## src/core/wit_pkg.sv

```systemverilog
// Shared constants, types and helpers for the watchdog/interval timer
package wit_pkg;

  // Bus addresses: one keyed write address, two byte read addresses
  localparam logic [15:0] WIT_WR_ADDR = 16'hffa8;
  localparam logic [15:0] WIT_CSR_ADDR = 16'hffa8;
  localparam logic [15:0] WIT_CNT_ADDR = 16'hffa9;

  // Keys carried in the upper byte of a word write
  localparam logic [7:0] WIT_KEY_CNT = 8'h5a;
  localparam logic [7:0] WIT_KEY_CSR = 8'ha5;

  // Control-status field positions
  localparam int WIT_OVF_BIT = 7;
  localparam int WIT_MODE_BIT = 6;
  localparam int WIT_TME_BIT = 5;
  localparam int WIT_PSS_BIT = 4;
  localparam int WIT_ACT_BIT = 3;
  localparam int WIT_CKS_MSB = 2;
  localparam int WIT_CKS_LSB = 0;

  // Reset values
  localparam logic [7:0] WIT_CSR_RST = 8'h00;
  localparam logic [7:0] WIT_CNT_RST = 8'h00;
  localparam logic [7:0] WIT_CNT_MAX = 8'hff;

  // Internal reset length in system clocks
  localparam logic [9:0] WIT_RST_CYCLES = 10'h206;

  // Prescaler width covers the deepest main-clock tap (clk/131072)
  localparam int WIT_PRE_W = 17;

  typedef enum logic {
    WIT_RUN = 1'b0,
    WIT_HOLD = 1'b1
  } wit_rsm_e;

  typedef struct packed {
    logic rd;
    logic wr;
    logic word;
    logic [15:0] addr;
    logic [15:0] wdata;
  } wit_bus_req_s;

  typedef struct packed {
    logic s1;
    logic s2;
    logic s3;
    logic lvl;
    logic rise;
  } wit_sync_s;

  typedef struct packed {
    logic [WIT_PRE_W-1:0] cnt;
  } wit_pre_s;

  typedef struct packed {
    logic [7:0] cnt;
    logic ovf;
    logic mode;
    logic timer_enable;
    logic prescaler_source_select;
    logic act;
    logic [2:0] cks;
    logic ovf_seen;
    logic tap_prev;
    wit_rsm_e rsm;
    logic [9:0] rst_cnt;
    logic [7:0] rdata;
    logic irq;
    logic nmi;
    logic wrst;
    logic src;
  } wit_state_s;

  // Prescaler bit whose falling edge gives the selected tick
  function automatic logic [4:0] wit_tap(input logic prescaler_source_select, input logic [2:0] cks);
    logic [4:0] idx;
    idx = 5'h00;
    if (prescaler_source_select) begin
      idx = {2'b00, cks};
    end else begin
      case (cks)
        3'h0: idx = 5'h00;
        3'h1: idx = 5'h05;
        3'h2: idx = 5'h06;
        3'h3: idx = 5'h08;
        3'h4: idx = 5'h0a;
        3'h5: idx = 5'h0c;
        3'h6: idx = 5'h0e;
        default: idx = 5'h10;
      endcase
    end
    return idx;
  endfunction : wit_tap

endpackage : wit_pkg

```

## src/core/wit_sync.sv

```systemverilog
// Three-stage pin synchroniser with agreement filter and rise pulse
`timescale 1ns/1ps
module wit_sync #(
  parameter logic IDLE = 1'b0
) (
  // Clock and reset
  input wire logic clk,
  input wire logic rstn,
  input wire logic ce,
  // Pin and filtered result
  input wire logic pin,
  output wit_pkg::wit_sync_s st
);
  import wit_pkg::*;

  wit_sync_s q, n;

  always_comb begin
    n = q;
    n.s1 = pin;
    n.s2 = q.s1;
    n.s3 = q.s2;
    // Only accept a level once the last two stages agree
    if (q.s2 == q.s3) begin
      n.lvl = q.s3;
    end
    n.rise = n.lvl & ~q.lvl;
  end

  always_ff @(posedge clk or negedge rstn) begin
    if (!rstn) begin
      q <= '{s1: IDLE, s2: IDLE, s3: IDLE, lvl: IDLE, rise: 1'b0};
    end else if (ce) begin
      q <= n;
    end
  end

  assign st = q;

endmodule : wit_sync

```

## src/core/wit_prescaler.sv

```systemverilog
// Free-running prescaler counter advanced by a count enable
`timescale 1ns/1ps
module wit_prescaler (
  // Clock and reset
  input wire logic clk,
  input wire logic rstn,
  input wire logic ce,
  // Advance strobe and count
  input wire logic inc,
  output wit_pkg::wit_pre_s st
);
  import wit_pkg::*;

  wit_pre_s q, n;

  always_comb begin
    n = q;
    if (inc) begin
      n.cnt = q.cnt + 1'b1;
    end
  end

  always_ff @(posedge clk or negedge rstn) begin
    if (!rstn) begin
      q <= '0;
    end else if (ce) begin
      q <= n;
    end
  end

  assign st = q;

endmodule : wit_prescaler

```

## src/core/wit_top.sv

```systemverilog
// Watchdog / interval timer with keyed word-write register access
`timescale 1ns/1ps

// Behaviour
// - Main clock taps divide by 2..131072
// - Sub clock taps divide by 2..256
// - Overflow flag cleared by writing zero after reading it set
// - Watchdog mode when mode and enable set
// - Watchdog overflow gives reset or NMI
// - Reset action holds reset 518 cycles
// - NMI action raises non-maskable request
// - Shared reset vector; pin reset wins
// - Interval overflow raises interrupt with flag
// - Interrupt follows flag; handler clears flag
// - Only word writes change registers
// - Upper byte key selects counter or control
// - Byte reads at ffa8 and ffa9
// - Counter write beats a simultaneous tick
// - Enable starts; disable stops and zeroes
// - Flag set on ff to 00 rollover
// - Flag cleared by write, disable, reset
// - Source bit picks main or sub prescaler
module wit_top (
  // Clock, reset, freeze
  input wire logic clk,
  input wire logic rstn,
  input wire logic ce,
  // CPU bus
  input wire wit_pkg::wit_bus_req_s bus_req,
  output logic [7:0] bus_rdata,
  // Pins
  input wire logic sub_clk_pin,
  input wire logic ext_rst_n_pin,
  // Requests and status
  output logic interval_overflow_interrupt,
  output logic wdt_nmi_req,
  output logic wdt_reset_req,
  output logic reset_source_flag
);
  import wit_pkg::*;

  wit_state_s q, n;
  wit_sync_s sub_s, ext_s;
  wit_pre_s main_pre, sub_pre;

  logic [4:0] tap;
  logic tap_bit;
  logic tick;
  logic wr_word;
  logic wr_cnt;
  logic wr_csr;
  logic ovfl;
  logic wdog;
  logic [7:0] csr_val;

  wit_sync #(
    .IDLE(1'b0)
  ) u_sub_sync (
    .clk(clk),
    .rstn(rstn),
    .ce(ce),
    .pin(sub_clk_pin),
    .st(sub_s)
  );

  wit_sync #(
    .IDLE(1'b1)
  ) u_ext_sync (
    .clk(clk),
    .rstn(rstn),
    .ce(ce),
    .pin(ext_rst_n_pin),
    .st(ext_s)
  );

  // Both prescalers run free so a tap change never restarts them
  wit_prescaler u_main_pre (
    .clk(clk),
    .rstn(rstn),
    .ce(ce),
    .inc(1'b1),
    .st(main_pre)
  );

  wit_prescaler u_sub_pre (
    .clk(clk),
    .rstn(rstn),
    .ce(ce),
    .inc(sub_s.rise),
    .st(sub_pre)
  );

  always_comb begin
    tap = wit_tap(q.prescaler_source_select, q.cks);
    tap_bit = q.prescaler_source_select ? sub_pre.cnt[tap] : main_pre.cnt[tap];
    // Falling edge of a tap bit marks one divided period
    tick = q.timer_enable & q.tap_prev & ~tap_bit;
    wr_word = bus_req.wr & bus_req.word & (bus_req.addr == WIT_WR_ADDR);
    wr_cnt = wr_word & (bus_req.wdata[15:8] == WIT_KEY_CNT);
    wr_csr = wr_word & (bus_req.wdata[15:8] == WIT_KEY_CSR);
    ovfl = tick & ~wr_cnt & (q.cnt == WIT_CNT_MAX);
    wdog = q.mode & q.timer_enable;
    csr_val = {q.ovf, q.mode, q.timer_enable, q.prescaler_source_select, q.act, q.cks};
  end

  always_comb begin
    n = q;
    // Edge detector idles low while stopped, so a tap chosen while stopped gives no false tick
    n.tap_prev = q.timer_enable & tap_bit;
    n.nmi = 1'b0;

    // Counter: written value beats a coincident tick
    if (wr_cnt) begin
      n.cnt = bus_req.wdata[7:0];
    end else if (tick) begin
      n.cnt = q.cnt + 1'b1;
    end

    // Control-status write; flag bit accepts only a zero
    if (wr_csr) begin
      n.mode = bus_req.wdata[WIT_MODE_BIT];
      n.timer_enable = bus_req.wdata[WIT_TME_BIT];
      n.prescaler_source_select = bus_req.wdata[WIT_PSS_BIT];
      n.act = bus_req.wdata[WIT_ACT_BIT];
      n.cks = bus_req.wdata[WIT_CKS_MSB:WIT_CKS_LSB];
      if (!bus_req.wdata[WIT_OVF_BIT] && q.ovf_seen) begin
        n.ovf = 1'b0;
      end
      if (!bus_req.wdata[WIT_TME_BIT]) begin
        n.ovf = 1'b0;
      end
    end

    // Disabled timer holds zero
    if (!n.timer_enable) begin
      n.cnt = WIT_CNT_RST;
    end

    // Internal reset clears the flag while it is held
    if (q.rsm == WIT_HOLD) begin
      n.ovf = 1'b0;
    end

    // Hardware set wins over any clear in the same cycle
    if (ovfl) begin
      n.ovf = 1'b1;
    end

    // A read of a set flag arms the zero-write clear
    if (!n.ovf) begin
      n.ovf_seen = 1'b0;
    end else if (bus_req.rd && bus_req.addr == WIT_CSR_ADDR && q.ovf) begin
      n.ovf_seen = 1'b1;
    end

    // Reads return byte registers; others read zero
    if (bus_req.rd) begin
      if (bus_req.addr == WIT_CSR_ADDR) begin
        n.rdata = csr_val;
      end else if (bus_req.addr == WIT_CNT_ADDR) begin
        n.rdata = q.cnt;
      end else begin
        n.rdata = 8'h00;
      end
    end

    // Watchdog action sequencer
    case (q.rsm)
      WIT_RUN: begin
        if (ovfl && wdog) begin
          if (q.act) begin
            n.rsm = WIT_HOLD;
            n.rst_cnt = 10'h000;
            n.wrst = 1'b1;
          end else begin
            n.nmi = 1'b1;
          end
        end
      end
      WIT_HOLD: begin
        n.rst_cnt = q.rst_cnt + 10'h001;
        if (q.rst_cnt == WIT_RST_CYCLES - 10'h001) begin
          n.rsm = WIT_RUN;
          n.wrst = 1'b0;
        end
      end
      default: begin
        n.rsm = WIT_RUN;
        n.wrst = 1'b0;
      end
    endcase

    // Reset source: pin reset takes priority when both coincide
    if (!ext_s.lvl) begin
      n.src = 1'b1;
    end else if (ovfl && wdog && q.act && q.rsm == WIT_RUN) begin
      n.src = 1'b0;
    end

    // Interval request follows the flag outside watchdog mode
    n.irq = n.ovf & ~n.mode;
  end

  always_ff @(posedge clk or negedge rstn) begin
    if (!rstn) begin
      q <= '{cnt: WIT_CNT_RST, ovf: WIT_CSR_RST[WIT_OVF_BIT],
             mode: WIT_CSR_RST[WIT_MODE_BIT], timer_enable: WIT_CSR_RST[WIT_TME_BIT],
             prescaler_source_select: WIT_CSR_RST[WIT_PSS_BIT], act: WIT_CSR_RST[WIT_ACT_BIT],
             cks: WIT_CSR_RST[WIT_CKS_MSB:WIT_CKS_LSB], ovf_seen: 1'b0,
             tap_prev: 1'b0, rsm: WIT_RUN, rst_cnt: 10'h000, rdata: 8'h00,
             irq: 1'b0, nmi: 1'b0, wrst: 1'b0, src: 1'b0};
    end else if (ce) begin
      q <= n;
    end
  end

  assign bus_rdata = q.rdata;
  assign interval_overflow_interrupt = q.irq;
  assign wdt_nmi_req = q.nmi;
  assign wdt_reset_req = q.wrst;
  assign reset_source_flag = q.src;

  // Helper: cycles elapsed so far in the current internal reset pulse
  logic [10:0] rst_len_q;
  always_ff @(posedge clk or negedge rstn) begin
    if (!rstn) begin
      rst_len_q <= 11'h000;
    end else if (ce) begin
      rst_len_q <= q.wrst ? rst_len_q + 11'h001 : 11'h000;
    end
  end

  AST_BYTE_WR: assert property (
    @(posedge clk) disable iff (!rstn)
    (ce && bus_req.wr && !bus_req.word && !tick && q.rsm == WIT_RUN && q.timer_enable)
      |=> (csr_val[6:0] == $past(csr_val[6:0]) && q.cnt == $past(q.cnt)))
    else $error("byte write altered a register");

  AST_KEY_CNT: assert property (
    @(posedge clk) disable iff (!rstn)
    (ce && wr_cnt && q.timer_enable && !wr_csr) |=> (q.cnt == $past(bus_req.wdata[7:0])))
    else $error("keyed counter write not loaded");

  AST_KEY_CSR: assert property (
    @(posedge clk) disable iff (!rstn)
    (ce && wr_csr) |=> (q.cks == $past(bus_req.wdata[2:0]) && q.timer_enable == $past(bus_req.wdata[5])))
    else $error("keyed control write not loaded");

  AST_RST_LEN: assert property (
    @(posedge clk) disable iff (!rstn)
    (ce && q.wrst && !n.wrst) |-> (rst_len_q == 11'd517))
    else $error("internal reset length is not 518 cycles");

  AST_NMI_SEL: assert property (
    @(posedge clk) disable iff (!rstn)
    $rose(wdt_nmi_req) |-> ($past(q.mode) && !$past(q.act) && $past(q.timer_enable)))
    else $error("NMI without watchdog NMI selection");

  AST_IRQ_OVF: assert property (
    @(posedge clk) disable iff (!rstn)
    ($rose(q.ovf) && !q.mode) |-> interval_overflow_interrupt)
    else $error("interval request not raised with flag");

  AST_OVF_W1: assert property (
    @(posedge clk) disable iff (!rstn)
    (ce && !q.ovf && !ovfl) |=> !q.ovf)
    else $error("flag set without overflow");

  AST_TME_OFF: assert property (
    @(posedge clk) disable iff (!rstn)
    !q.timer_enable |-> (q.cnt == WIT_CNT_RST))
    else $error("stopped counter not zero");

  AST_SRC_PIN: assert property (
    @(posedge clk) disable iff (!rstn)
    (ce && !ext_s.lvl) |=> reset_source_flag)
    else $error("pin reset did not set source flag");

  AST_RD_CNT: assert property (
    @(posedge clk) disable iff (!rstn)
    (ce && bus_req.rd && bus_req.addr == WIT_CNT_ADDR) |=> (bus_rdata == $past(q.cnt)))
    else $error("counter read mismatch");

  AST_T2_WIN: assert property (
    @(posedge clk) disable iff (!rstn)
    (ce && wr_cnt && tick && !wr_csr) |=> (q.cnt == $past(bus_req.wdata[7:0])))
    else $error("tick beat a counter write");

endmodule : wit_top

```

## config.mk

```make
export PLATFORM = sky130hd
export DESIGN_NAME = wit_top
export DESIGN_NICKNAME = d
export VERILOG_FILES = /design/src/core/wit_pkg.sv /design/src/core/wit_sync.sv /design/src/core/wit_prescaler.sv /design/src/core/wit_top.sv
export SDC_FILE = /design/constraint.sdc
export NUM_CORES = 1
export LEC_CHECK = 0
export BUFFER_PORTS_ARGS = -buffer_cell sky130_fd_sc_hd__buf_2
export CAP_MARGIN = 20
export CELL_PAD_IN_SITES_DETAIL_PLACEMENT = 0
export CELL_PAD_IN_SITES_GLOBAL_PLACEMENT = 1
export CORE_ASPECT_RATIO = 1.25
export CORE_MARGIN = 5
export CORE_UTILIZATION = 48
export DETAILED_ROUTE_END_ITERATION = 7
export GPL_ROUTABILITY_DRIVEN = 1
export PLACE_DENSITY = 0.88
export SYNTH_ARGS = -nofsm -noshare
export SYNTH_HDL_FRONTEND = slang
export SYNTH_SLANG_ARGS = --single-unit
export TNS_END_PERCENT = 20
```

## constraint.sdc

```tcl
create_clock -name clk -period 4.7 [get_ports clk]
set_input_delay 0.235 -clock clk [delete_from_list [all_inputs] [get_ports clk]]
set_output_delay 0.235 -clock clk [all_outputs]
set_load 0.02 [all_outputs]
```

Word level (Yosys, flattened, before mapping)
Index checks and enable logic that the tools add are counted.

cells by class
  order comparisons = 1
  eq/ne operators = 20
  reduce and logical (&&, ||, !) cells = 17
  bitwise operators = 17
  multiplexer cells = 32
  add/sub/neg operators = 4

operators with widths
  kind                   count
  $mux 8                 6
  $pmux 5 s7             1
  $add 17x1->17 const B  2
  $eq 16x16->1 const B   2
  $mux 11                2
  $pmux 11 s2            1
  $mux 1                 17
  $eq 8x8->1 const B     2
  $reduce_and 2->1       7
  $and 1x1->1            12
  $add 10x1->10 const B  1
  $bmux 1 s5             2
  $eq 10x10->1 const B   1
  $eq 3x3->1 const B     3
  $add 8x1->8 const B    1
  $eq 8x7->1 const B     1
  $eq 3x2->1 const B     2
  $logic_and 1x1->1      6
  $lt 5x6->1 const B     1
  $ne 2x2->1 const B     3
  $mux 5                 1
  $not 1->1              5
  $ne 2x1->1 const B     2
  $reduce_and 4->1       1
  8 further kinds        9

storage, ports and cells
  logic and storage cells = 118
  register bits = 84
  input port bits = 40

Depth between registers and ports, before layout
Gate-level depths: netlist of run 1.

  depth in word-level cells = 15
  depth in mapped cells = 8

Hierarchy
Synthesis of run 1 repeated with hierarchy kept, for this count alone.

second synthesis, totals
  cell total of the unflattened synthesis = 462
  area total of the unflattened synthesis = 4770.8 um2

by module, submodules not included
  module                 seq. area each (um2)  instances  cells an instance  area each (um2)
  wit_top                1026.0                1          300                2743.9
  wit_prescaler          425.4                 2          65                 797.0
  wit_sync (u_ext_sync)  130.1                 1          16                 219.0
  wit_sync (u_sub_sync)  125.1                 1          16                 214.0

Worst setup path after synthesis of run 1
No wires, ideal clock.

  path type = register to register
  from = register q[33] (netlist name)
  to = register q (netlist bit reset_source_flag)
  arrival = 2096 ps
  library setup time = 128 ps
  cell stages (with the launch flop) = 9
  path buffers = 1
  clock period less this slack = 2224 ps
  required time = 4572 ps
  path slack = 2476 ps
  cells stage by stage = dfrtp_1 ha_1 nand3_1 or4_1 a311oi_1 o2111ai_2 buf_2 nand2_1 o21ai_1

on the way
  word-level cells in the longest chain between the ends = 7

RTL lines
  item                               line            RTL
  start: declaration                 wit_top.sv:42   wit_state_s q, n;
  start signal: assignment           wit_top.sv:206  q <= '{cnt: WIT_CNT_RST, ovf: WIT_CSR_RST[WIT_OVF_BIT],
  start signal: assignment           wit_top.sv:213  q <= n;
  $eq 8x8->1                         wit_top.sv:101  ovfl = tick & ~wr_cnt & (q.cnt == WIT_CNT_MAX);
  $and 1x1->1                        wit_top.sv:101
  $logic_and 1x1->1 (3 in series)    wit_top.sv:196  end else if (ovfl && wdog && q.act && q.rsm == WIT_RUN) begin
  $ne 2x2->1 (no source line)        -
  $reduce_and 2->1 (no source line)  -

Every way passes these cells.
A chain may end at the register's enable or synchronous reset.

Final worst setup path of run 1
  from = register q[33] (netlist name)
  to = register q[15] (netlist name)

on the way
  word-level cells in the longest chain between the ends = 5

RTL lines
  item                               line            RTL
  $eq 8x8->1                         wit_top.sv:101
  $and 1x1->1                        wit_top.sv:101
  $logic_and 1x1->1                  wit_top.sv:170  if (ovfl && wdog) begin
  $ne 2x2->1 (no source line)        -
  $reduce_and 3->1 (no source line)  -

Every way passes these cells.

==> flow_results.xml, run 1 <==
<?xml version="1.0" encoding="UTF-8"?>
<metrics>
  <group name="yosys">
    <metric name="synth_async_sr_flop_share" unit="%">100.0</metric>
    <metric name="ys_seq_elements" unit="">75</metric>
    <metric name="synth_ff_type" unit="">dfrtp_1</metric>
    <metric name="synth_area" unit="mm²">0.004169</metric>
    <metric name="synth_fp_nets" unit="">464</metric>
    <metric name="yosysSeqAreaShare" unit="%">45.14</metric>
    <metric name="yosys_warnings" unit="">0</metric>
    <metric name="synth_enable_flop_cells" unit="">0</metric>
    <metric name="synth.avg_cell_area" unit="µm²">9.950</metric>
    <metric name="netlist-cell-type-count" unit="">63</metric>
    <metric name="synth_cells" unit="">419</metric>
  </group>
  <group name="cells_and_area">
    <metric name="finalCoreUtilization" unit="%">54.33</metric>
    <metric name="finalInstanceArea" unit="mm²">0.004676</metric>
    <metric name="layout-drive-gt1-share" unit="%">20.77</metric>
    <metric name="n_antenna_cell" unit="">0</metric>
    <metric name="layout_fillers" unit="">788</metric>
    <metric name="nets" unit="">507</metric>
    <metric name="most_frequent_cells_in_the_layout" unit="">dfrtp_1, buf_2, nand2_1</metric>
    <metric name="final_common_cell" unit="">dfrtp_1</metric>
    <metric name="syn_to_final_growth" unit="%">12.15</metric>
  </group>
  <group name="min_path">
    <metric name="min_path_type" unit="">in -&gt; async</metric>
  </group>
  <group name="power">
    <metric name="p_per_area" unit="mW/mm²">317.7</metric>
    <metric name="internal_power" unit="mW">1.082</metric>
    <metric name="switching_share" unit="%">27.14</metric>
    <metric name="total_switching_power" unit="µW">403.2</metric>
    <metric name="power.ir.vdd_worst" unit="V">0.0001554</metric>
    <metric name="power_frac_clock" unit="%">34.5</metric>
    <metric name="pleak" unit="nW">2.045</metric>
    <metric name="power.combinational.fraction" unit="%">12.8</metric>
    <metric name="power_frac_seq" unit="%">52.7</metric>
  </group>
  <group name="sta">
    <metric name="slew-limit-headroom" unit="%">38.02</metric>
    <metric name="whs" unit="ns">0.02065</metric>
    <metric name="finalHoldViolations" unit="">0</metric>
    <metric name="finalCritPeriodShare" unit="%">57.85</metric>
    <metric name="slew_viol_final" unit="">0</metric>
    <metric name="rsz0062_at_grt" unit="">no</metric>
    <metric name="timing.final.crit_period" unit="ns">2.719</metric>
    <metric name="maxClockFrequency" unit="MHz">367.8</metric>
    <metric name="worst_pin_slew" unit="ns">0.9297</metric>
    <metric name="setup_violations" unit="">0</metric>
    <metric name="finalClockSkew" unit="ns">0.01022</metric>
    <metric name="setup_ws" unit="ns">1.981</metric>
    <metric name="tns" unit="ns">0</metric>
  </group>
  <group name="detailed_routing">
    <metric name="detail_route.first_pass.iterations" unit="">4</metric>
    <metric name="route.antenna.remaining_nets" unit="">0</metric>
    <metric name="via_count" unit="">3274</metric>
    <metric name="drt_iter0_markers" unit="">116</metric>
    <metric name="totalWireLength" unit="µm">8897</metric>
    <metric name="detail_route.drc_violations" unit="">0</metric>
    <metric name="via_per_inst" unit="">5.578</metric>
    <metric name="routed_wire_length_per_instance" unit="µm">15.16</metric>
  </group>
  <group name="cts">
    <metric name="hold_fix_buffers_cts" unit="">0</metric>
    <metric name="cts_buffers" unit="">9</metric>
    <metric name="clk_path_buf_depth" unit="">2</metric>
    <metric name="htreeDepth" unit="">3</metric>
    <metric name="cts.reportedPaths.clkPinSlew" unit="ns">0.08</metric>
    <metric name="root_buffer_cell" unit="">clkbuf_8</metric>
    <metric name="clkSinkCount" unit="">75</metric>
    <metric name="cts_resized" unit="">0</metric>
    <metric name="postCtsSetupBuffers" unit="">0</metric>
    <metric name="cts_tree" unit="">done</metric>
    <metric name="worst_skew_pair.late_latency" unit="ns">0.35</metric>
  </group>
  <group name="placement">
    <metric name="place_ws" unit="ns">1.921</metric>
    <metric name="place_area" unit="mm²">0.004464</metric>
    <metric name="gp_congestion" unit="">0.8448</metric>
    <metric name="io_buffer_count" unit="">51</metric>
    <metric name="post_detail_place_hpwl" unit="µm">6430</metric>
  </group>
  <group name="global_route">
    <metric name="grt_start_max_net_pins" unit="">43</metric>
    <metric name="grt_overflow" unit="">0</metric>
    <metric name="via_count_of_the_first_global_routing_pass" unit="">3139</metric>
    <metric name="globalRouteTotalUtil" unit="%">17.63</metric>
    <metric name="number_of_antenna_violations_at_the_first_check_in_global_routing" unit="">0</metric>
    <metric name="grt_first_pass_wirelength" unit="µm">14920</metric>
  </group>
  <group name="worst_setup_path">
    <metric name="worst-endpoint-required" unit="ns">4.94</metric>
    <metric name="cp_slowest_cell" unit="">or4_1</metric>
    <metric name="startpoint_type" unit="">register</metric>
    <metric name="worst_path_largest_cell_delay" unit="ns">0.55</metric>
    <metric name="cell_breakdown_of_the_critical_path" unit="">ha_1 &gt; nand3_1 &gt; or4_1 &gt; a311oi_1 &gt; o2111ai_2 &gt; or2b_1 &gt; mux2i_1</metric>
    <metric name="end_kind" unit="">register</metric>
    <metric name="worst_ep_arrival_time" unit="ns">2.96</metric>
    <metric name="critical_path_class" unit="">reg -&gt; reg</metric>
    <metric name="critical_path_peak_fanout" unit="">19</metric>
  </group>
  <group name="floorplanning">
    <metric name="initial_utilization" unit="%">48.44</metric>
    <metric name="die_h" unit="µm">114.2</metric>
    <metric name="chipWidth" unit="µm">93.36</metric>
    <metric name="fp.dieArea" unit="mm²">0.01066</metric>
    <metric name="fp-row-count" unit="">38</metric>
    <metric name="design.portCount" unit="">52</metric>
    <metric name="core_area" unit="mm²">0.008606</metric>
  </group>
  <group name="run_status">
    <metric name="outcome" unit="">finished, final reports clean</metric>
  </group>
  <group name="flow_run">
    <metric name="number_of_max_cap_violations" unit="">0</metric>
  </group>
</metrics>
layout make-up:
type                    instances  area (µm²)  share of cell area [%]
flip-flops and latches         75        1882                   40.25
repair buffers                 54       277.8                   5.941
multi-input cells             301        2083                   44.55
inverters                      21       78.83                   1.686
clock inverters                 4       48.80                   1.044
well taps                     120       150.1                   3.211
clock buffers                  12       155.1                   3.318
power by group through the flow:
stage | Sequential [mW] | Combinational (mW) | Clock, mW
2_1_floorplan | 0.778 | 0.136 | 0
4_1_cts | 0.784 | 0.194 | 0.522
3_5_place_dp | 0.796 | 0.193 | 0
3_3_place_gp | 0.793 | 0.187 | 0
6_report | 0.783 | 0.190 | 0.512
5_1_grt | 0.791 | 0.218 | 0.556
per-stage QoR:
| step | std cells | total power [mW] |
|---|---|---|
| global placement | 570 | 0.9794 |
| global route | 587 | 1.566 |
| finish | 587 | 1.486 |
| CTS | 586 | 1.500 |
| floorplan | 419 | 0.9139 |
| detailed placement | 570 | 0.9885 |
kinds of logic (layout without fill, tap and decap cells):
logic type	after synthesis	count (layout)	share of synthesized area, %
compound gates	92	92	16.09
buf+inv	43	91	4.892
xor+xnor	23	23	4.832
simple gates	154	154	20.35
mux	27	27	7.203
flops	75	75	45.14
fa+ha+maj	5	5	1.501
path summary, 6_finish.rpt:
path                                    from           endpoint  slack (ns)  depth (start not counted)
setup / recovery                       q[33]              q[15]        1.98                          7
hold / removal                          rstn         csr_val[2]        0.02                          1
setup reg to reg                       q[33]              q[15]        1.98                          7
hold reg to reg            u_main_pre.st[13]  u_main_pre.st[13]        0.47                          1
max in group asynchronous               rstn   u_ext_sync.st[1]        3.66                          2
min in group clk               ext_rst_n_pin   u_ext_sync.st[4]        0.11                          2
cell usage after synthesis, types with 6 or more instances:
| library cell | instances | area [µm²] |
|---|---|---|
| mux2_2 | 14 | 157.7 |
| xor2_1 | 8 | 70.07 |
| o22ai_1 | 6 | 37.54 |
| o21ai_0 | 20 | 100.1 |
| nand3_1 | 12 | 60.06 |
| nor3_1 | 11 | 55.05 |
| xnor2_1 | 15 | 131.4 |
| nor2_1 | 13 | 48.80 |
| mux2i_1 | 12 | 120.1 |
| clkbuf_1 | 6 | 22.52 |
| a21oi_1 | 22 | 110.1 |
| dfrtp_1 | 71 | 1777 |
| nand2b_1 | 6 | 37.54 |
| buf_4 | 10 | 75.07 |
| a22oi_1 | 14 | 105.1 |
| nand4_1 | 13 | 81.33 |
| and3_1 | 6 | 37.54 |
| inv_1 | 21 | 78.83 |
| nand2_1 | 50 | 187.7 |
worst max-delay path, delay by kind of cell, from the launching register on:
family | cells | cell delay (ns)
and+or+nand+nor | 3 | 0.98
DFF | 1 | 0.43
muxes | 1 | 0.06
adders and majority gates | 1 | 0.20
AOI/OAI and AO/OA | 2 | 0.92
per-layer routing:
| layer | vias up | global-route usage, % | part of all wire, % |
|---|---|---|---|
| li1 | 1601 | - | - |
| met1 | 1589 | 22.61 | 45 |
| met5 | - | 0 | 0 |
| met2 | 74 | 29.06 | 49 |
| met4 | 0 | 5.279 | 1.4 |
| met3 | 10 | 4.799 | 4.8 |
registers in the layout (all words and copies together) (netlist names):
signal and cells:
q 21, u_main_pre.st 17, bus_rdata 8, csr_val 8, u_sub_pre.st 8, u_sub_sync.st 5, u_ext_sync.st 4, interval_overflow_interrupt 1
reset_source_flag 1, wdt_nmi_req 1, wdt_reset_req 1
Power figures use the tool's default switching activity.
==> run 2, diff against run 1 <==
--- a/config.mk
+++ b/config.mk
@@ -11,10 +11,10 @@
 export CELL_PAD_IN_SITES_GLOBAL_PLACEMENT = 1
 export CORE_ASPECT_RATIO = 1.25
 export CORE_MARGIN = 5
-export CORE_UTILIZATION = 48
+export CORE_UTILIZATION = 45
 export DETAILED_ROUTE_END_ITERATION = 7
 export GPL_ROUTABILITY_DRIVEN = 1
-export PLACE_DENSITY = 0.88
+export PLACE_DENSITY = 0.83
 export SYNTH_ARGS = -nofsm -noshare
 export SYNTH_HDL_FRONTEND = slang
 export SYNTH_SLANG_ARGS = --single-unit
==> constraint.sdc (replaced) <==
create_clock -name clk -period 2.7 [get_ports clk]
set_input_delay 0.135 -clock clk [delete_from_list [all_inputs] [get_ports clk]]
set_output_delay 0.135 -clock clk [all_outputs]
set_load 0.02 [all_outputs]
==> flow_results.xml, run 2 (synthesis gave the netlist of run 1 again) <==
<?xml version="1.0" encoding="UTF-8"?>
<metrics>
  <group name="power">
    <metric name="power.ir.vdd_worst" unit="V">0.0002421</metric>
    <metric name="finalPower" unit="mW">2.920</metric>
    <metric name="p_per_area" unit="mW/mm²">603.4</metric>
    <metric name="pleak" unit="nW">2.126</metric>
  </group>
  <group name="global_route">
    <metric name="globalRouteMet3Util" unit="%">3.900</metric>
    <metric name="number_of_antenna_violations_at_the_first_check_in_global_routing" unit="">0</metric>
    <metric name="grt.met1_usage" unit="%">22.64</metric>
    <metric name="grt_start_max_net_pins" unit="">76</metric>
    <metric name="met2_track_utilization_from_global_routing" unit="%">27.99</metric>
    <metric name="grt_first_pass_wirelength" unit="µm">15770</metric>
    <metric name="via_count_of_the_first_global_routing_pass" unit="">3343</metric>
    <metric name="globalRouteTotalUtil" unit="%">17.54</metric>
    <metric name="grt_overflow" unit="">0</metric>
    <metric name="grt_busiest_layer" unit="">met2</metric>
  </group>
  <group name="placement">
    <metric name="io_buffer_count" unit="">51</metric>
    <metric name="place_area" unit="mm²">0.004523</metric>
    <metric name="post_detail_place_hpwl" unit="µm">6814</metric>
    <metric name="dp.cells" unit="">580</metric>
    <metric name="gp_congestion" unit="">0.8495</metric>
  </group>
  <group name="detailed_routing">
    <metric name="routed_wire_length_per_instance" unit="µm">15.61</metric>
    <metric name="route.antenna.remaining_nets" unit="">0</metric>
    <metric name="detail_route.first_pass.iterations" unit="">4</metric>
    <metric name="via_count" unit="">3288</metric>
    <metric name="detail_route.drc_violations" unit="">0</metric>
    <metric name="totalWireLength" unit="µm">9322</metric>
    <metric name="drt_iter0_markers" unit="">200</metric>
    <metric name="via_per_inst" unit="">5.508</metric>
  </group>
  <group name="sta">
    <metric name="worst_pin_slew" unit="ns">0.9381</metric>
    <metric name="finalCritPeriodShare" unit="%">91.20</metric>
    <metric name="finalHoldViolations" unit="">0</metric>
    <metric name="slew-limit-headroom" unit="%">37.46</metric>
    <metric name="timing.final.crit_period" unit="ns">2.462</metric>
    <metric name="finalClockSkew" unit="ns">0.005001</metric>
    <metric name="slew_viol_final" unit="">0</metric>
    <metric name="setup_violations" unit="">0</metric>
    <metric name="rsz0062_at_grt" unit="">no</metric>
    <metric name="maxClockFrequency" unit="MHz">406.1</metric>
    <metric name="tns" unit="ns">0</metric>
  </group>
  <group name="cts">
    <metric name="clkSinkCount" unit="">75</metric>
    <metric name="cts.reportedPaths.clkPinSlew" unit="ns">0.06</metric>
    <metric name="cts_tree" unit="">done</metric>
    <metric name="cts_resized" unit="">0</metric>
    <metric name="cts_buffers" unit="">9</metric>
    <metric name="root_buffer_cell" unit="">clkbuf_16</metric>
    <metric name="postCtsSetupBuffers" unit="">0</metric>
    <metric name="clk_path_buf_depth" unit="">2</metric>
    <metric name="hold_fix_buffers_cts" unit="">1</metric>
    <metric name="worst_skew_pair.late_latency" unit="ns">0.34</metric>
    <metric name="htreeDepth" unit="">3</metric>
  </group>
  <group name="min_path">
    <metric name="holdCritStartpoint" unit="">ext_rst_n_pin</metric>
    <metric name="min_path_type" unit="">in -&gt; reg</metric>
  </group>
  <group name="floorplanning">
    <metric name="fp-row-count" unit="">39</metric>
    <metric name="initial_utilization" unit="%">45.69</metric>
    <metric name="die_h" unit="µm">117.6</metric>
    <metric name="fp.dieArea" unit="mm²">0.01130</metric>
    <metric name="core_area" unit="mm²">0.009125</metric>
    <metric name="design.portCount" unit="">52</metric>
    <metric name="chipWidth" unit="µm">96.09</metric>
  </group>
  <group name="worst_setup_path">
    <metric name="worst_ep_arrival_time" unit="ns">2.67</metric>
    <metric name="startpoint_type" unit="">register</metric>
    <metric name="crit-reg2reg-launch" unit="">q[33]</metric>
    <metric name="worst-endpoint-required" unit="ns">2.91</metric>
    <metric name="critical_path_class" unit="">reg -&gt; reg</metric>
    <metric name="end_kind" unit="">register</metric>
    <metric name="critical_path_peak_fanout" unit="">19</metric>
    <metric name="internal_reg_to_reg_setup_slack" unit="ns">0.24</metric>
    <metric name="setup.worst_path.start" unit="">q[33]</metric>
  </group>
  <group name="cells_and_area">
    <metric name="finalInstanceArea" unit="mm²">0.004838</metric>
    <metric name="syn_to_final_growth" unit="%">16.06</metric>
    <metric name="n_antenna_cell" unit="">0</metric>
    <metric name="layoutNonFillerInstCount" unit="">597</metric>
    <metric name="flip_flop_count_of_the_largest_register_all_copies_and_words_added" unit="">21</metric>
    <metric name="regMostFlops" unit="">q</metric>
    <metric name="nets" unit="">514</metric>
    <metric name="final_common_cell" unit="">dfrtp_1</metric>
    <metric name="most_frequent_cells_in_the_layout" unit="">dfrtp_1, nand2_1, buf_2</metric>
    <metric name="layout-drive-gt1-share" unit="%">21.73</metric>
    <metric name="layout_fillers" unit="">848</metric>
  </group>
  <group name="run_status">
    <metric name="outcome" unit="">finished, final reports clean</metric>
  </group>
  <group name="flow_run">
    <metric name="number_of_max_cap_violations" unit="">0</metric>
  </group>
</metrics>
run 2: worst paths after layout:
path,depth (start not counted),endpoint
max,8,q[16]
min,2,u_ext_sync.st[4]
min reg2reg,2,q[23]
max reg2reg,8,q[16]
min in group asynchronous,2,u_main_pre.st[15]
max in group asynchronous,2,u_sub_sync.st[1]
run 2: metrics by stage:
step	util [%]	hold WS, ns	worst slack, ns
after CTS	53.02	0.03034	0.2519
after detailed placement	49.57	0.3379	0.2653
after global placement	49.57	0.3416	0.3482
final	53.02	0.03410	0.2377
after global routing	53.02	0.03842	0.1260
after floorplan	-	-0.1606	0.4758
run 2: metal layers:
metal	vias to the layer above	part of all wire, %
met1	1587	44
met2	68	50
met3	12	4.2
met4	0	1.4
li1	1621	-
met5	-	0
run 2: power by group:
| part | internal [mW] | switching [mW] |
|---|---|---|
| clock network | 0.764 | 0.450 |
| logic | 0.167 | 0.170 |
| registers | 1.25 | 0.122 |
run 2: final cells by class:
class	count	area (µm²)	share of cell area [%]
sequential	75	1882	38.89
inverter	21	78.83	1.629
clock buffer	12	256.5	5.301
tap	123	153.9	3.181
multi-input combinational	301	2083	43.06
timing repair buffer	61	335.3	6.930
clock inverter	4	48.80	1.009
run 2: worst max-delay path, cell delays in order, from the launching register on:
cell and delay, ns:
dfrtp_1 0.42, ha_1 0.20, nand3_1 0.13, or4_1 0.54
a311oi_1 0.39, o2111ai_2 0.19, buf_4 0.23, or2b_1 0.16
mux2i_1 0.07
==> run 3, diff against run 2 <==
--- a/config.mk
+++ b/config.mk
@@ -14,7 +14,8 @@
 export CORE_UTILIZATION = 45
 export DETAILED_ROUTE_END_ITERATION = 7
 export GPL_ROUTABILITY_DRIVEN = 1
-export PLACE_DENSITY = 0.83
+export PLACE_DENSITY = 0.86
+export REMOVE_ABC_BUFFERS = 1
 export SYNTH_ARGS = -nofsm -noshare
 export SYNTH_HDL_FRONTEND = slang
 export SYNTH_SLANG_ARGS = --single-unit
==> constraint.sdc (replaced) <==
create_clock -name clk -period 2.7 [get_ports clk]
set_input_delay 0.27 -clock clk [delete_from_list [all_inputs] [get_ports clk]]
set_output_delay 0.27 -clock clk [all_outputs]
set_load 0.02 [all_outputs]
==> flow_results.xml, run 3 (synthesis gave the netlist of run 1 again) <==
<?xml version="1.0" encoding="UTF-8"?>
<metrics>
  <group name="min_path">
    <metric name="whs_path_depth" unit="">2</metric>
    <metric name="min_path_type" unit="">in -&gt; reg</metric>
    <metric name="hold-path-endpoint" unit="">u_sub_sync.st[4]</metric>
    <metric name="holdCritStartpoint" unit="">sub_clk_pin</metric>
  </group>
  <group name="global_route">
    <metric name="grt_overflow" unit="">0</metric>
    <metric name="via_count_of_the_first_global_routing_pass" unit="">3414</metric>
    <metric name="number_of_antenna_violations_at_the_first_check_in_global_routing" unit="">0</metric>
    <metric name="grt_start_max_net_pins" unit="">76</metric>
    <metric name="globalRouteTotalUtil" unit="%">17.78</metric>
    <metric name="grt_first_pass_wirelength" unit="µm">15940</metric>
  </group>
  <group name="sta">
    <metric name="whs" unit="ns">0.1664</metric>
    <metric name="slew-limit-headroom" unit="%">62.91</metric>
    <metric name="timing.final.crit_period" unit="ns">2.409</metric>
    <metric name="maxClockFrequency" unit="MHz">415.0</metric>
    <metric name="rsz0062_at_grt" unit="">no</metric>
    <metric name="finalCritPeriodShare" unit="%">89.24</metric>
    <metric name="slew_viol_final" unit="">0</metric>
    <metric name="finalHoldViolations" unit="">0</metric>
    <metric name="worst_pin_slew" unit="ns">0.5550</metric>
    <metric name="finalClockSkew" unit="ns">0.01096</metric>
    <metric name="setup_ws" unit="ns">0.2906</metric>
    <metric name="tns" unit="ns">0</metric>
    <metric name="setup_violations" unit="">0</metric>
  </group>
  <group name="worst_setup_path">
    <metric name="worst_ep_arrival_time" unit="ns">2.63</metric>
    <metric name="critical_path_class" unit="">reg -&gt; reg</metric>
    <metric name="worst-endpoint-required" unit="ns">2.92</metric>
    <metric name="cell_breakdown_of_the_critical_path" unit="">ha_1 &gt; nand3_1 &gt; or4_1 &gt; a311oi_1 &gt; o2111ai_2 &gt; buf_4 &gt; or2b_1 &gt; mux2i_1</metric>
    <metric name="rr_worst_depth" unit="">8</metric>
    <metric name="path_buf_inv" unit="">1</metric>
    <metric name="end_kind" unit="">register</metric>
    <metric name="rr_endpoint" unit="">q[16]</metric>
    <metric name="internal_reg_to_reg_setup_slack" unit="ns">0.29</metric>
    <metric name="critical_path_peak_fanout" unit="">19</metric>
    <metric name="cp_slowest_cell" unit="">or4_1</metric>
    <metric name="crit-reg2reg-launch" unit="">q[34]</metric>
    <metric name="worst_path_largest_cell_delay" unit="ns">0.54</metric>
    <metric name="setup.worst_path.start" unit="">q[34]</metric>
    <metric name="startpoint_type" unit="">register</metric>
    <metric name="critical-path-top-delay-family" unit="">simple AND/OR/NAND/NOR gates</metric>
  </group>
  <group name="cells_and_area">
    <metric name="finalInstanceArea" unit="mm²">0.004833</metric>
    <metric name="syn_to_final_growth" unit="%">15.94</metric>
    <metric name="regMostFlops" unit="">q</metric>
    <metric name="most_frequent_cells_in_the_layout" unit="">dfrtp_1, buf_2, nand2_1</metric>
    <metric name="nets" unit="">513</metric>
    <metric name="layout-drive-gt1-share" unit="%">21.35</metric>
    <metric name="final_common_cell" unit="">dfrtp_1</metric>
    <metric name="n_antenna_cell" unit="">0</metric>
    <metric name="flip_flop_count_of_the_largest_register_all_copies_and_words_added" unit="">21</metric>
  </group>
  <group name="placement">
    <metric name="post_detail_place_hpwl" unit="µm">6612</metric>
    <metric name="place_area" unit="mm²">0.004526</metric>
    <metric name="io_buffer_count" unit="">51</metric>
    <metric name="place_ws" unit="ns">0.3018</metric>
    <metric name="gp_congestion" unit="">0.8515</metric>
  </group>
  <group name="floorplanning">
    <metric name="die_h" unit="µm">117.6</metric>
    <metric name="fp-row-count" unit="">39</metric>
    <metric name="initial_utilization" unit="%">45.69</metric>
    <metric name="design.portCount" unit="">52</metric>
    <metric name="chipWidth" unit="µm">96.09</metric>
    <metric name="fp.dieArea" unit="mm²">0.01130</metric>
    <metric name="core_area" unit="mm²">0.009125</metric>
  </group>
  <group name="power">
    <metric name="p_per_area" unit="mW/mm²">600.8</metric>
    <metric name="power.ir.vdd_worst" unit="V">0.0002661</metric>
    <metric name="finalPower" unit="mW">2.904</metric>
    <metric name="pleak" unit="nW">2.115</metric>
  </group>
  <group name="cts">
    <metric name="cts_buffers" unit="">9</metric>
    <metric name="htreeDepth" unit="">3</metric>
    <metric name="root_buffer_cell" unit="">clkbuf_16</metric>
    <metric name="clkSinkCount" unit="">75</metric>
    <metric name="hold_fix_buffers_cts" unit="">1</metric>
    <metric name="worst_skew_pair.late_latency" unit="ns">0.34</metric>
    <metric name="cts_tree" unit="">done</metric>
    <metric name="cts.reportedPaths.clkPinSlew" unit="ns">0.06</metric>
    <metric name="cts_resized" unit="">0</metric>
    <metric name="clk_path_buf_depth" unit="">2</metric>
    <metric name="postCtsSetupBuffers" unit="">0</metric>
  </group>
  <group name="run_status">
    <metric name="outcome" unit="">finished, final reports clean</metric>
  </group>
  <group name="detailed_routing">
    <metric name="via_per_inst" unit="">5.619</metric>
    <metric name="routed_wire_length_per_instance" unit="µm">15.33</metric>
    <metric name="route.antenna.remaining_nets" unit="">0</metric>
    <metric name="via_count" unit="">3349</metric>
    <metric name="detail_route.drc_violations" unit="">0</metric>
    <metric name="totalWireLength" unit="µm">9135</metric>
    <metric name="detail_route.first_pass.iterations" unit="">4</metric>
    <metric name="drt_iter0_markers" unit="">160</metric>
  </group>
  <group name="flow_run">
    <metric name="number_of_max_cap_violations" unit="">0</metric>
  </group>
</metrics>
run 3: cell types whose count changed in the layout (fill, tap and decap cells not counted):
| cell | before | now |
|---|---|---|
| buf_4 | 10 | 7 |
| clkbuf_8 | 2 | 1 |
| clkinvlp_4 | 0 | 1 |
| buf_12 | 0 | 1 |
| clkbuf_1 | 1 | 2 |
| buf_2 | 50 | 51 |
| clkinv_2 | 2 | 1 |
run 3: per-stage QoR:
stage / util (%) / instances
floorplan: - / 397
global placement: 49.60 / 579
detailed placement: 49.60 / 579
CTS: 52.97 / 596
global route: 52.97 / 596
finish: 52.97 / 596
run 3: power breakdown:
group	internal, mW	switching [mW]
clock	0.741	0.454
combinational	0.169	0.172
sequential	1.25	0.121
total	2.16	0.747
run 3: metal layers:
metal	up-vias	track usage, %	wire, µm
met2	75	28.98	4549
met1	1634	22.25	4015
li1	1627	-	-
met3	13	4.859	444
met4	0	6.228	125
met5	-	0	0
run 3: how the worst max path moves through the flow:
stage | to | slack, ns | cells after the start
final | q[16] | 0.29 | 8
after global routing | q[19] | 0.10 | 7
after CTS | q[16] | 0.29 | 8
after detailed placement | q[19] | 0.30 | 7
after global placement | q[16] | 0.36 | 8
after floorplan | q[18] | 0.41 | 7
run 3: cell type report:
| cell class | instances | area, µm² |
|---|---|---|
| inverter | 21 | 78.83 |
| timing repair buffer | 60 | 337.8 |
| clock buffer | 12 | 246.5 |
| multi-input combinational | 301 | 2083 |
| clock inverter | 4 | 51.30 |
| sequential | 75 | 1882 |
| tap | 123 | 153.9 |
| fill | 832 | 4292 |
